--- config.mk ---
export PLATFORM = sky130hd
export DESIGN_NAME = sarhp_ctrl
export DESIGN_NICKNAME = d
export VERILOG_FILES = /design/src/hdl/sarhp_pkg.sv /design/src/hdl/sarhp_out_drive.sv /design/src/hdl/sarhp_ctrl.sv
export SDC_FILE = /design/constraint.sdc
export NUM_CORES = 1
export LEC_CHECK = 0
export BUFFER_PORTS_ARGS = -buffer_cell sky130_fd_sc_hd__clkbuf_2
export CAP_MARGIN = 25
export CORE_MARGIN = 2
export CORE_UTILIZATION = 50
export DETAILED_ROUTE_END_ITERATION = 10
export GPL_ROUTABILITY_DRIVEN = 0
export PLACE_DENSITY_LB_ADDON = 0.05
export SYNTH_ARGS = -nofsm -noshare
export SYNTH_HDL_FRONTEND = slang
export SYNTH_SLANG_ARGS = --single-unit
--- constraint.sdc ---
create_clock -name clock -period 2.1 [get_ports clock]
set_input_delay 0.105 -clock clock [delete_from_list [all_inputs] [get_ports clock]]
set_output_delay 0.105 -clock clock [all_outputs]
set_load 0.1 [all_outputs]
--- src/hdl/sarhp_pkg.sv ---
package sarhp_pkg;
    // ==========================================
    // widths
    localparam int unsigned RES_BITS = 12;
    localparam int unsigned LANE_BITS = 8;

    // ==========================================
    // timing (clock 20 MHz)
    localparam int unsigned CLK_HZ = 20_000_000;
    localparam int unsigned CLK_PERIOD_NS = 50;
    // conversion time, typical, in ns
    localparam int unsigned CONV_TIME_NS = 6000;
    // cycles per bit step: 6 us / 12 bits, rounded down
    localparam int unsigned STEP_CYCLES =
        CONV_TIME_NS / (CLK_PERIOD_NS * RES_BITS);
    // first bit decision is held off by this time after start
    localparam int unsigned FIRST_DECIDE_NS = 400;
    localparam int unsigned FIRST_DECIDE_CYCLES =
        FIRST_DECIDE_NS / CLK_PERIOD_NS;
    // nap wake-up, least time, in ns (rounded up)
    localparam int unsigned NAP_WAKE_NS = 620;
    localparam int unsigned NAP_WAKE_CYCLES =
        (NAP_WAKE_NS + CLK_PERIOD_NS - 1) / CLK_PERIOD_NS;
    // reference settle after sleep, in us
    localparam int unsigned REF_SETTLE_BIG_US = 4200;
    localparam int unsigned REF_SETTLE_SMALL_US = 3300;
    localparam int unsigned REF_SETTLE_BIG_CYCLES =
        REF_SETTLE_BIG_US * (CLK_HZ / 1_000_000);
    localparam int unsigned REF_SETTLE_SMALL_CYCLES =
        REF_SETTLE_SMALL_US * (CLK_HZ / 1_000_000);
    localparam int unsigned REF_CNT_BITS = 17;

    // ==========================================
    // reset values
    localparam logic [11:0] APPROX_RST = 12'h000;
    localparam logic [11:0] RESULT_RST = 12'h000;

    // conversion state machine, gray along start->decide->done
    typedef enum logic [1:0] {
        SARHP_IDLE = 2'b00,
        SARHP_HOLD = 2'b01,
        SARHP_DECIDE = 2'b11,
        SARHP_DONE = 2'b10
    } sarhp_state_e;
endpackage

--- src/hdl/sarhp_out_drive.sv ---
`timescale 1ns/10ps
// output lane driver for both output variants
module sarhp_out_drive
    import sarhp_pkg::*;
(
    input wire logic [11:0] result, // latched result
    input wire logic read_en, // cs and rd both low
    input wire logic byte_mode, // 1: byte-read variant
    input wire logic upper_byte_sel, // high byte select
    output logic [11:0] data_out, // output data
    output logic [11:0] data_oe // per-pin output enable
);
    // ==========================================
    // lane selection
    logic [7:0] byte_lanes;
    // high byte puts bits 11..8 on lanes 3..0, upper lanes low
    assign byte_lanes = upper_byte_sel ?
        {4'h0, result[11:8]} : result[7:0];
    // full word: pin eleven is the msb
    assign data_out = byte_mode ?
        {4'h0, byte_lanes} : result;
    // drivers on only while read enabled, else float
    assign data_oe = read_en ?
        (byte_mode ? 12'h0ff : 12'hfff) : 12'h000;
endmodule

--- src/hdl/sarhp_ctrl.sv ---
`timescale 1ns/10ps
// Function
// - start conversion on conv_start_n fall while chip select low
// - ignore start and read while chip select high
// - data drivers on only with read and chip select low
// - busy_n low through conversion, rises at completion
// - sleep low enters deep power-down, ref_settled low
// - ref_settled rises after reference settles following sleep release
// - nap low halts conversion; host waits 620ns after nap release
// - byte variant: upper select gives bits 11..8 low lanes, rest low
// - byte variant: straight binary unipolar, offset binary bipolar
// - full-word variant: twelve outputs, pin eleven is msb
// - approx_reg cleared at conversion start before decisions
// - further start edges ignored until conversion completes
// - twelve bits resolved msb first, one per step
// - finished approx_reg copied to output latches, msb inverted in full-word bipolar
// - conversion takes about 6us of internal clock
// - ref_settled rises 4.2ms or 3.3ms after sleep release
module sarhp_ctrl
    import sarhp_pkg::*;
#(
    parameter int unsigned REF_BIG_CYCLES = REF_SETTLE_BIG_CYCLES,
    parameter int unsigned REF_SMALL_CYCLES = REF_SETTLE_SMALL_CYCLES
)(
    input wire logic clock, // 20 MHz clock
    input wire logic rst_n, // sync reset, active low
    input wire logic cs_n, // chip select, active low
    input wire logic conv_start_n, // conversion start, active low
    input wire logic rd_n, // read, active low
    input wire logic sleep_n, // deep power-down, active low
    input wire logic nap_n, // light power-down, active low
    input wire logic upper_byte_sel, // high byte select
    input wire logic byte_mode, // 1: byte-read variant
    input wire logic bipolar, // 1: bipolar input range
    input wire logic big_bypass, // 1: larger reference bypass
    input wire logic comp_above, // comparator: input above dac
    output logic [11:0] dac_code, // trial code to the dac
    output logic busy_n, // low during conversion
    output logic ref_settled, // reference ready
    output logic [11:0] data_out, // output data
    output logic [11:0] data_oe // output enables
);
    // ==========================================
    // state
    sarhp_state_e state;
    logic [11:0] approx_reg;
    logic [11:0] result;
    logic [3:0] bit_idx;
    logic [7:0] step_cnt;
    logic start_prev;
    logic [4:0] nap_cnt;
    logic [REF_CNT_BITS-1:0] ref_cnt;
    logic nap_prev;

    // ==========================================
    // decode
    logic start_fall;
    logic powered;
    logic may_start;
    logic step_done;
    logic read_en;
    logic [REF_CNT_BITS-1:0] ref_target;
    logic [11:0] trial_bit;
    logic [11:0] raw_code;

    // falling start edge counts only with chip select low
    assign start_fall = start_prev & ~conv_start_n & ~cs_n;
    // no start in sleep, nap or before reference settled
    assign powered = sleep_n & nap_n;
    assign may_start = powered & ref_settled;
    // first step waits out the 400ns window, later ones step time
    assign step_done = (state == SARHP_HOLD) ?
        (step_cnt == 8'(FIRST_DECIDE_CYCLES - 1)) :
        (step_cnt == 8'(STEP_CYCLES - 1));
    assign read_en = ~cs_n & ~rd_n;
    assign ref_target = big_bypass ?
        REF_CNT_BITS'(REF_BIG_CYCLES) :
        REF_CNT_BITS'(REF_SMALL_CYCLES);
    assign trial_bit = 12'h800 >> bit_idx;
    assign dac_code = approx_reg | trial_bit;
    // unipolar straight binary; bipolar offset binary in byte variant
    assign raw_code = (byte_mode | ~bipolar) ?
        approx_reg : (approx_reg ^ 12'h800);

    // ==========================================
    // start edge history
    always_ff @(posedge clock) begin
        if (!rst_n) begin
            start_prev <= 1'b1;
            nap_prev <= 1'b1;
        end else begin
            start_prev <= conv_start_n;
            nap_prev <= nap_n;
        end
    end

    // ==========================================
    // reference settle timer after sleep release
    always_ff @(posedge clock) begin
        if (!rst_n) begin
            ref_cnt <= '0;
            ref_settled <= 1'b0;
        end else if (!sleep_n) begin
            ref_cnt <= '0;
            ref_settled <= 1'b0;
        end else if (!ref_settled) begin
            if (ref_cnt >= ref_target - 1'b1) begin
                ref_settled <= 1'b1;
            end else begin
                ref_cnt <= ref_cnt + 1'b1;
            end
        end
    end

    // ==========================================
    // nap wake-up: start ignored during wake time except at the first edge after release
    always_ff @(posedge clock) begin
        if (!rst_n) begin
            nap_cnt <= '0;
        end else if (!nap_n) begin
            nap_cnt <= '0;
        end else if (!nap_prev) begin
            nap_cnt <= 5'(NAP_WAKE_CYCLES);
        end else if (nap_cnt != 5'h0) begin
            nap_cnt <= nap_cnt - 1'b1;
        end
    end

    // ==========================================
    // conversion sequencer
    always_ff @(posedge clock) begin
        if (!rst_n) begin
            state <= SARHP_IDLE;
            approx_reg <= APPROX_RST;
            bit_idx <= 4'h0;
            step_cnt <= 8'h00;
            busy_n <= 1'b1;
        end else if (!powered) begin
            // power-down stops all activity
            state <= SARHP_IDLE;
            busy_n <= 1'b1;
            step_cnt <= 8'h00;
        end else begin
            case (state)
                SARHP_IDLE: begin
                    if (start_fall && may_start && nap_cnt == 5'h0) begin
                        approx_reg <= APPROX_RST;
                        bit_idx <= 4'h0;
                        step_cnt <= 8'h00;
                        busy_n <= 1'b0;
                        state <= SARHP_HOLD;
                    end
                end
                SARHP_HOLD: begin
                    // start edges ignored while converting
                    step_cnt <= step_done ? 8'h00 : step_cnt + 1'b1;
                    if (step_done) begin
                        state <= SARHP_DECIDE;
                    end
                end
                SARHP_DECIDE: begin
                    step_cnt <= step_done ? 8'h00 : step_cnt + 1'b1;
                    if (step_done) begin
                        // keep trial bit if input is above
                        if (comp_above) begin
                            approx_reg <= approx_reg | trial_bit;
                        end
                        if (bit_idx == 4'd11) begin
                            state <= SARHP_DONE;
                        end else begin
                            bit_idx <= bit_idx + 1'b1;
                        end
                    end
                end
                SARHP_DONE: begin
                    busy_n <= 1'b1;
                    state <= SARHP_IDLE;
                end
                default: begin
                    state <= SARHP_IDLE;
                end
            endcase
        end
    end

    // ==========================================
    // output latches load on the edge that raises busy
    always_ff @(posedge clock) begin
        if (!rst_n) begin
            result <= RESULT_RST;
        end else if (powered && state == SARHP_DONE) begin
            result <= raw_code;
        end
    end

    // ==========================================
    // output lanes
    sarhp_out_drive u_drive (
        .result(result),
        .read_en(read_en),
        .byte_mode(byte_mode),
        .upper_byte_sel(upper_byte_sel),
        .data_out(data_out),
        .data_oe(data_oe)
    );
endmodule

==> results of run 1 <==
==> logic make-up (layout without fill, tap and decap cells) <==
logic type	count (synthesis)	count (layout)
AND/OR/NAND/NOR	182	182
AO/OA/AOI/OAI	123	125
flip-flops	64	64
buffers and inverters	42	127
adder cells (fa/ha/maj)	16	16
multiplexers	8	8
XOR/XNOR	7	7
==> per-layer routing <==
metal | part of all wire (%) | wire, um | track usage [%]
met1 | 47 | 4580 | 31.7
met2 | 47 | 4650 | 37.3
met3 | 4.4 | 435 | 3.51
met4 | 1.5 | 150 | 10.0
met5 | 0 | 0 | 0
==> worst max-delay path by stage <==
| stage | from | to | slack, ns | depth (start not counted) |
|---|---|---|---|---|
| 2_1_floorplan | ref_cnt[14] | ref_cnt[9] | 0.009 | 6 |
| 4_1_cts | ref_cnt[14] | ref_cnt[5] | 0.009 | 6 |
| 3_3_place_gp | big_bypass | ref_cnt[9] | -0.08 | 8 |
| 5_1_grt | ref_cnt[14] | ref_cnt[6] | -0.05 | 7 |
| 3_5_place_dp | big_bypass | ref_cnt[2] | -0.10 | 8 |
| 6_report | ref_cnt[8] | ref_cnt[11] | 0.03 | 7 |
==> final cells by class <==
type | instances | share of cell area (%)
Multi-Input combinational cell | 338 | 50.7
Inverter | 12 | 0.945
Timing Repair Buffer | 99 | 13.5
Tap cell | 99 | 2.60
Sequential cell | 64 | 27.1
Clock inverter | 5 | 1.79
Clock buffer | 11 | 3.41
==> what timing repair did <==
action                                  in CTS  in global routing
cloned                                       1                  1
gates resized for setup                      8                 46
buffers inserted                             3                  7
endpoints found under the setup margin      19                 34
pin swaps                                    3                 11
hold endpoints to repair                     1                  0
hold buffers                                 1                  0
==> power by group through the flow <==
stage,Combinational [mW],Sequential (mW),Clock [mW]
2_1_floorplan,0.223,1.26,0
3_3_place_gp,0.296,1.26,0
3_5_place_dp,0.298,1.26,0
4_1_cts,0.303,1.23,1.31
5_1_grt,0.337,1.24,1.36
6_report,0.314,1.24,1.29
==> Yosys cell counts, types with 4 or more instances <==
master	n
nand2_1	62
a21o_1	12
o31ai_1	4
nor2b_1	7
and2_1	9
a311oi_1	4
ha_1	16
nand4_1	8
nand2b_1	9
nand3_1	17
buf_4	11
xnor2_1	4
or4_1	7
nor3_1	4
and3_1	4
clkbuf_1	16
o21ai_0	22
or3_1	13
a211oi_1	6
mux2_2	4
dfxtp_1	64
a21oi_1	47
nor2_1	20
inv_1	11
==> stage by stage <==
step	util, %	instance area (um^2)	std cells	hold slack (ns)
2_1_floorplan	-	3650	442	0.206
3_3_place_gp	58.2	4150	599	0.329
3_5_place_dp	58.2	4150	599	0.348
4_1_cts	62.9	4490	620	0.0574
5_1_grt	66.8	4760	628	0.0746
6_report	66.8	4760	628	0.0594
==> run metrics, run 1 <==
mux cell area share after synthesis 2.44%; DP HPWL 6.46 mm; global route total overflow 0; CORE AREA 7140 um^2; average size of a mapped cell 8.25 um^2; DIE AREA 7990 um^2; unrepaired setup endpoints after global routing true; crit-path max cell delay 0.54 ns; CTS tree built; Combinational Power Share 11.1%; Compound-Gate Fraction of Synth Area 22.1%; die height 89.4 um; commonest cells after routing, fill and taps aside nand2_1, dfxtp_1, clkbuf_2; max FFs per register 17; Hold Path Stages 2; most area-consuming cells after synthesis dfxtp_1, a21oi_1, nand2_1, ha_1, o21ai_0; critical-path maximum fanout 8; Main synth FF type dfxtp_1; largest family of logic cells by synthesized area simple AND/OR/NAND/NOR gates; clock power share 45.4%; root buf cell clkbuf_8; Worst setup SP type flip-flop; commonest non-fill, non-tap cell in the layout nand2_1; Mapped Nets 470; measured slew at the worst slew-check pin 0.614 ns; Pint 2.11 mW; Synth cell types 65; First-pass DRT Iterations 5; R2R Setup Slk 0.03 ns; initial core utilization 51.1%; Fill cells 621; # IOs 50; All-Layer GR Usage 23.5%; Final setup viols 0; Switching Fraction 25.8%; Final Power 2.84 mW; first-pass GRT wire length 14.6 mm; Seq cells post-synth 64; simple-gate share of the synthesized area 27.4%; Placement Setup Slack -0.105 ns; CP Capture Type flip-flop; routed vias/inst 5.79; Slew HR 58.8%; total area of sequential cells 1290 um^2; Post-Synth XOR/XNOR Area 1.68%; Die X-Extent 89.4 um; Pins Over Slew Limit 0; WL/cell 15.6 um; crit path cell chain ha_4, and4b_1, buf_4, a31oi_4, nor2_4, or4_4, a21oi_2; fin crit share 98.4%; pin count of the biggest net entering global routing 28; Hold Fails Final Rpt 0; Final min period 2.07 ns; leak pwr 1.89 nW; CTS clk-pin slew, worst paths 0.07 ns; CTS max path bufs 2; clk_skew 0.00944 ns; layout cell share with drive strength beyond 1 32.3%; Total Neg Setup Slack 0 ns; clock sink count 64; pwr/cell area 596 nW/um^2; Setup CP Type reg -> reg; H-Tree Depth 3; biggest area consumer among synthesized cells dfxtp_1; Layout area overhead 30.7%; crit path max-delay cell type or4_4; sequential share of power 43.5%; initial detailed-routing violation count 250; worst vdd ir 0.398 mV; via count 3,639; Synth Area in Adders 5.49%; reg2reg end ref_cnt[11]; CP arrival 2.34 ns; Rows 31; WP buf/inv 1; cell family with most CP delay simple AND/OR/NAND/NOR gates; final setup margin 0.0340 ns; antenna violations before repair 0; Antenna Nets Post-Route 0; FMAX 484 MHz; drt drc 0; Num CTS Buffers 9; Total Wirelength 9.82 mm; Hold Path End nap_prev; clk_lat worst skew 0.35 ns; number of global-route vias before repair 3,078; RR Startpoint ref_cnt[8]; Switch Pwr 733 uW; Synth Warn # 0; CP required 2.37 ns; register area share after synthesis 35.2%; Gate Count Post-Synth 442; max_cap viols 0; status finished, final reports clean; reg2reg path depth 7; area occupied by multi-input gates 2410 um^2; port bufs 49; diodes inserted 0; EDFF count, synth 0; HP Class in -> reg; Syn Std Cell Area 3640 um^2; ys async rst share 0%; hold path startpoint nap_n; Yosys top cell area share 35.2%; nets 552
(Power assumes the default switching activity.)
==> run 2, diff against run 1 <==
--- a/config.mk
+++ b/config.mk
@@ -7,11 +7,12 @@
 export LEC_CHECK = 0
 export BUFFER_PORTS_ARGS = -buffer_cell sky130_fd_sc_hd__clkbuf_2
 export CAP_MARGIN = 25
+export CORE_ASPECT_RATIO = 1.4
 export CORE_MARGIN = 2
 export CORE_UTILIZATION = 50
 export DETAILED_ROUTE_END_ITERATION = 10
-export GPL_ROUTABILITY_DRIVEN = 0
 export PLACE_DENSITY_LB_ADDON = 0.05
+export REMOVE_ABC_BUFFERS = 1
 export SYNTH_ARGS = -nofsm -noshare
 export SYNTH_HDL_FRONTEND = slang
 export SYNTH_SLANG_ARGS = --single-unit
==> run 2 against run 1 <==
Utilization rose by 1.2 points. Cell count rose by 0.80%. Die area rose by 0.12%. Critical path type unchanged. Critical endpoint is now approx_reg[10]. Largest cell class unchanged.
==> run metrics, run 2 (synthesis results as in run 1) <==
status finished, final reports clean; area occupied by multi-input gates 2440 um^2; initial core utilization 51.9%; Setup CP Type reg -> reg; Total Wirelength 10.4 mm; total area of sequential cells 1290 um^2; root buf cell clkbuf_8; Rows 36; RR Startpoint nap_cnt[0]; layout cell share with drive strength beyond 1 33.3%; Final setup viols 0; crit-path max cell delay 0.47 ns; CP Capture Type flip-flop; global route total overflow 0; Fill cells 626; nets 561; Total Neg Setup Slack 0 ns; max FFs per register 17; routability cong. 0.850; Final min period 2.08 ns; Antenna Nets Post-Route 0; CTS clk-pin slew, worst paths 0.07 ns; DP HPWL 6.99 mm; worst vdd ir 0.395 mV; Die X-Extent 76.2 um; port bufs 49; Layout area overhead 31.1%; area post-placement 4210 um^2; clk_skew 0.0104 ns; Combinational Power Share 12.5%; Pins Over Slew Limit 0; pwr/cell area 547 nW/um^2; CORE AREA 7030 um^2; first-pass GRT wire length 16.2 mm; critical-path maximum fanout 6; Pint 1.88 mW; diodes inserted 0; CP required 2.38 ns; clk_lat worst skew 0.35 ns; WP buf/inv 2; HP Class in -> reg; initial detailed-routing violation count 258; DIE AREA 8000 um^2; CTS tree built; commonest non-fill, non-tap cell in the layout nand2_1; Hold Fails Final Rpt 0; Final Power 2.62 mW; pin count of the biggest net entering global routing 28; crit path cell chain inv_2, ha_4, or4b_4, nor4_4, buf_4, a32oi_4, or3_1, a21oi_1; routed vias/inst 5.78; fin crit share 99.3%; Num CTS Buffers 9; die height 105 um; cell family with most CP delay simple AND/OR/NAND/NOR gates; clock sink count 64; clock power share 40.2%; Placement Setup Slack -0.127 ns; peak-usage layer in the global routing report met2; unrepaired setup endpoints after global routing true; crit path max-delay cell type or4b_4; Worst setup SP type flip-flop; Switching Fraction 28.1%; First-pass DRT Iterations 5; WL/cell 16.5 um; All-Layer GR Usage 25.4%; CTS max path bufs 2; antenna violations before repair 0; commonest cells after routing, fill and taps aside nand2_1, dfxtp_1, buf_4; drt drc 0; leak pwr 1.88 nW; CP arrival 2.37 ns; hold_ws 0.0582 ns; max_cap viols 0; hold path startpoint nap_n; Finished Cell Area 4780 um^2; M3 GR Usage 4.32%; H-Tree Depth 3; final setup margin 0.0152 ns; number of global-route vias before repair 3,458; Switch Pwr 735 uW; CP startpoint nap_cnt[0]; met2 Use GR 44.8%; measured slew at the worst slew-check pin 0.769 ns; Slew HR 47.8%; via count 3,657; # IOs 50; met1 GRT Util 29.5%; sequential share of power 47.3%; FMAX 480 MHz
run 2: cell count changes in the layout (fill, tap and decap cells not counted), moves of 3 or more:
cell      previous run  this run
buf_4               46        56
o21ai_0             17        11
o21ai_1              5        11
clkinv_2             0         3
run 2: stage by stage:
step / instances / util, %
floorplan: 412 / -
global placement: 605 / 60.0
finish: 633 / 68.0
CTS: 624 / 63.8
global route: 633 / 68.0
detailed placement: 605 / 60.0
run 2: power groups by stage:
stage / Sequential (mW) / Clock (mW) / Combinational (mW)
after detailed placement: 1.26 / 0 / 0.303
final: 1.24 / 1.05 / 0.327
after global placement: 1.26 / 0 / 0.300
after global routing: 1.24 / 1.11 / 0.352
after CTS: 1.24 / 1.07 / 0.306
after floorplan: 1.26 / 0 / 0.202
run 2: path summary, 6_finish.rpt:
path                                        to  slack [ns]  cells past startpoint
worst max-delay path            approx_reg[10]        0.02                      8
worst min-delay path                  nap_prev        0.06                      2
worst max register to register  approx_reg[10]        0.02                      8
worst min register to register       result[6]        0.45                      2
run 2: repair_timing:
item,in CTS,in global routing
resized for setup,14,46
pin swaps,3,34
endpoints found under the setup margin,21,31
gates cloned,1,1
hold endpoints to repair,1,0
hold buffers,1,0
buffers inserted,1,8
run 2: per-layer routing:
metal | vias to the layer above | part of all wire [%]
met1 | 1737 | 41
li1 | 1798 | -
met3 | 18 | 3.8
met5 | - | 0
met2 | 104 | 52
met4 | 0 | 2.3
run 2: worst register-to-register path: stages (launching register included):
cell and delay, ns:
dfxtp_1 0.31, inv_2 0.08, ha_4 0.13, or4b_4 0.47, nor4_4 0.24, buf_4 0.20
a32oi_4 0.09, or3_1 0.37, a21oi_1 0.13
run 2: final cells by class:
cell class / count / area share (%)
inverter: 12 / 0.943
timing repair buffer: 108 / 14.6
sequential: 64 / 27.0
clock inverter: 6 / 1.26
clock buffer: 10 / 2.67
multi-input combinational: 338 / 51.1
tap: 95 / 2.49
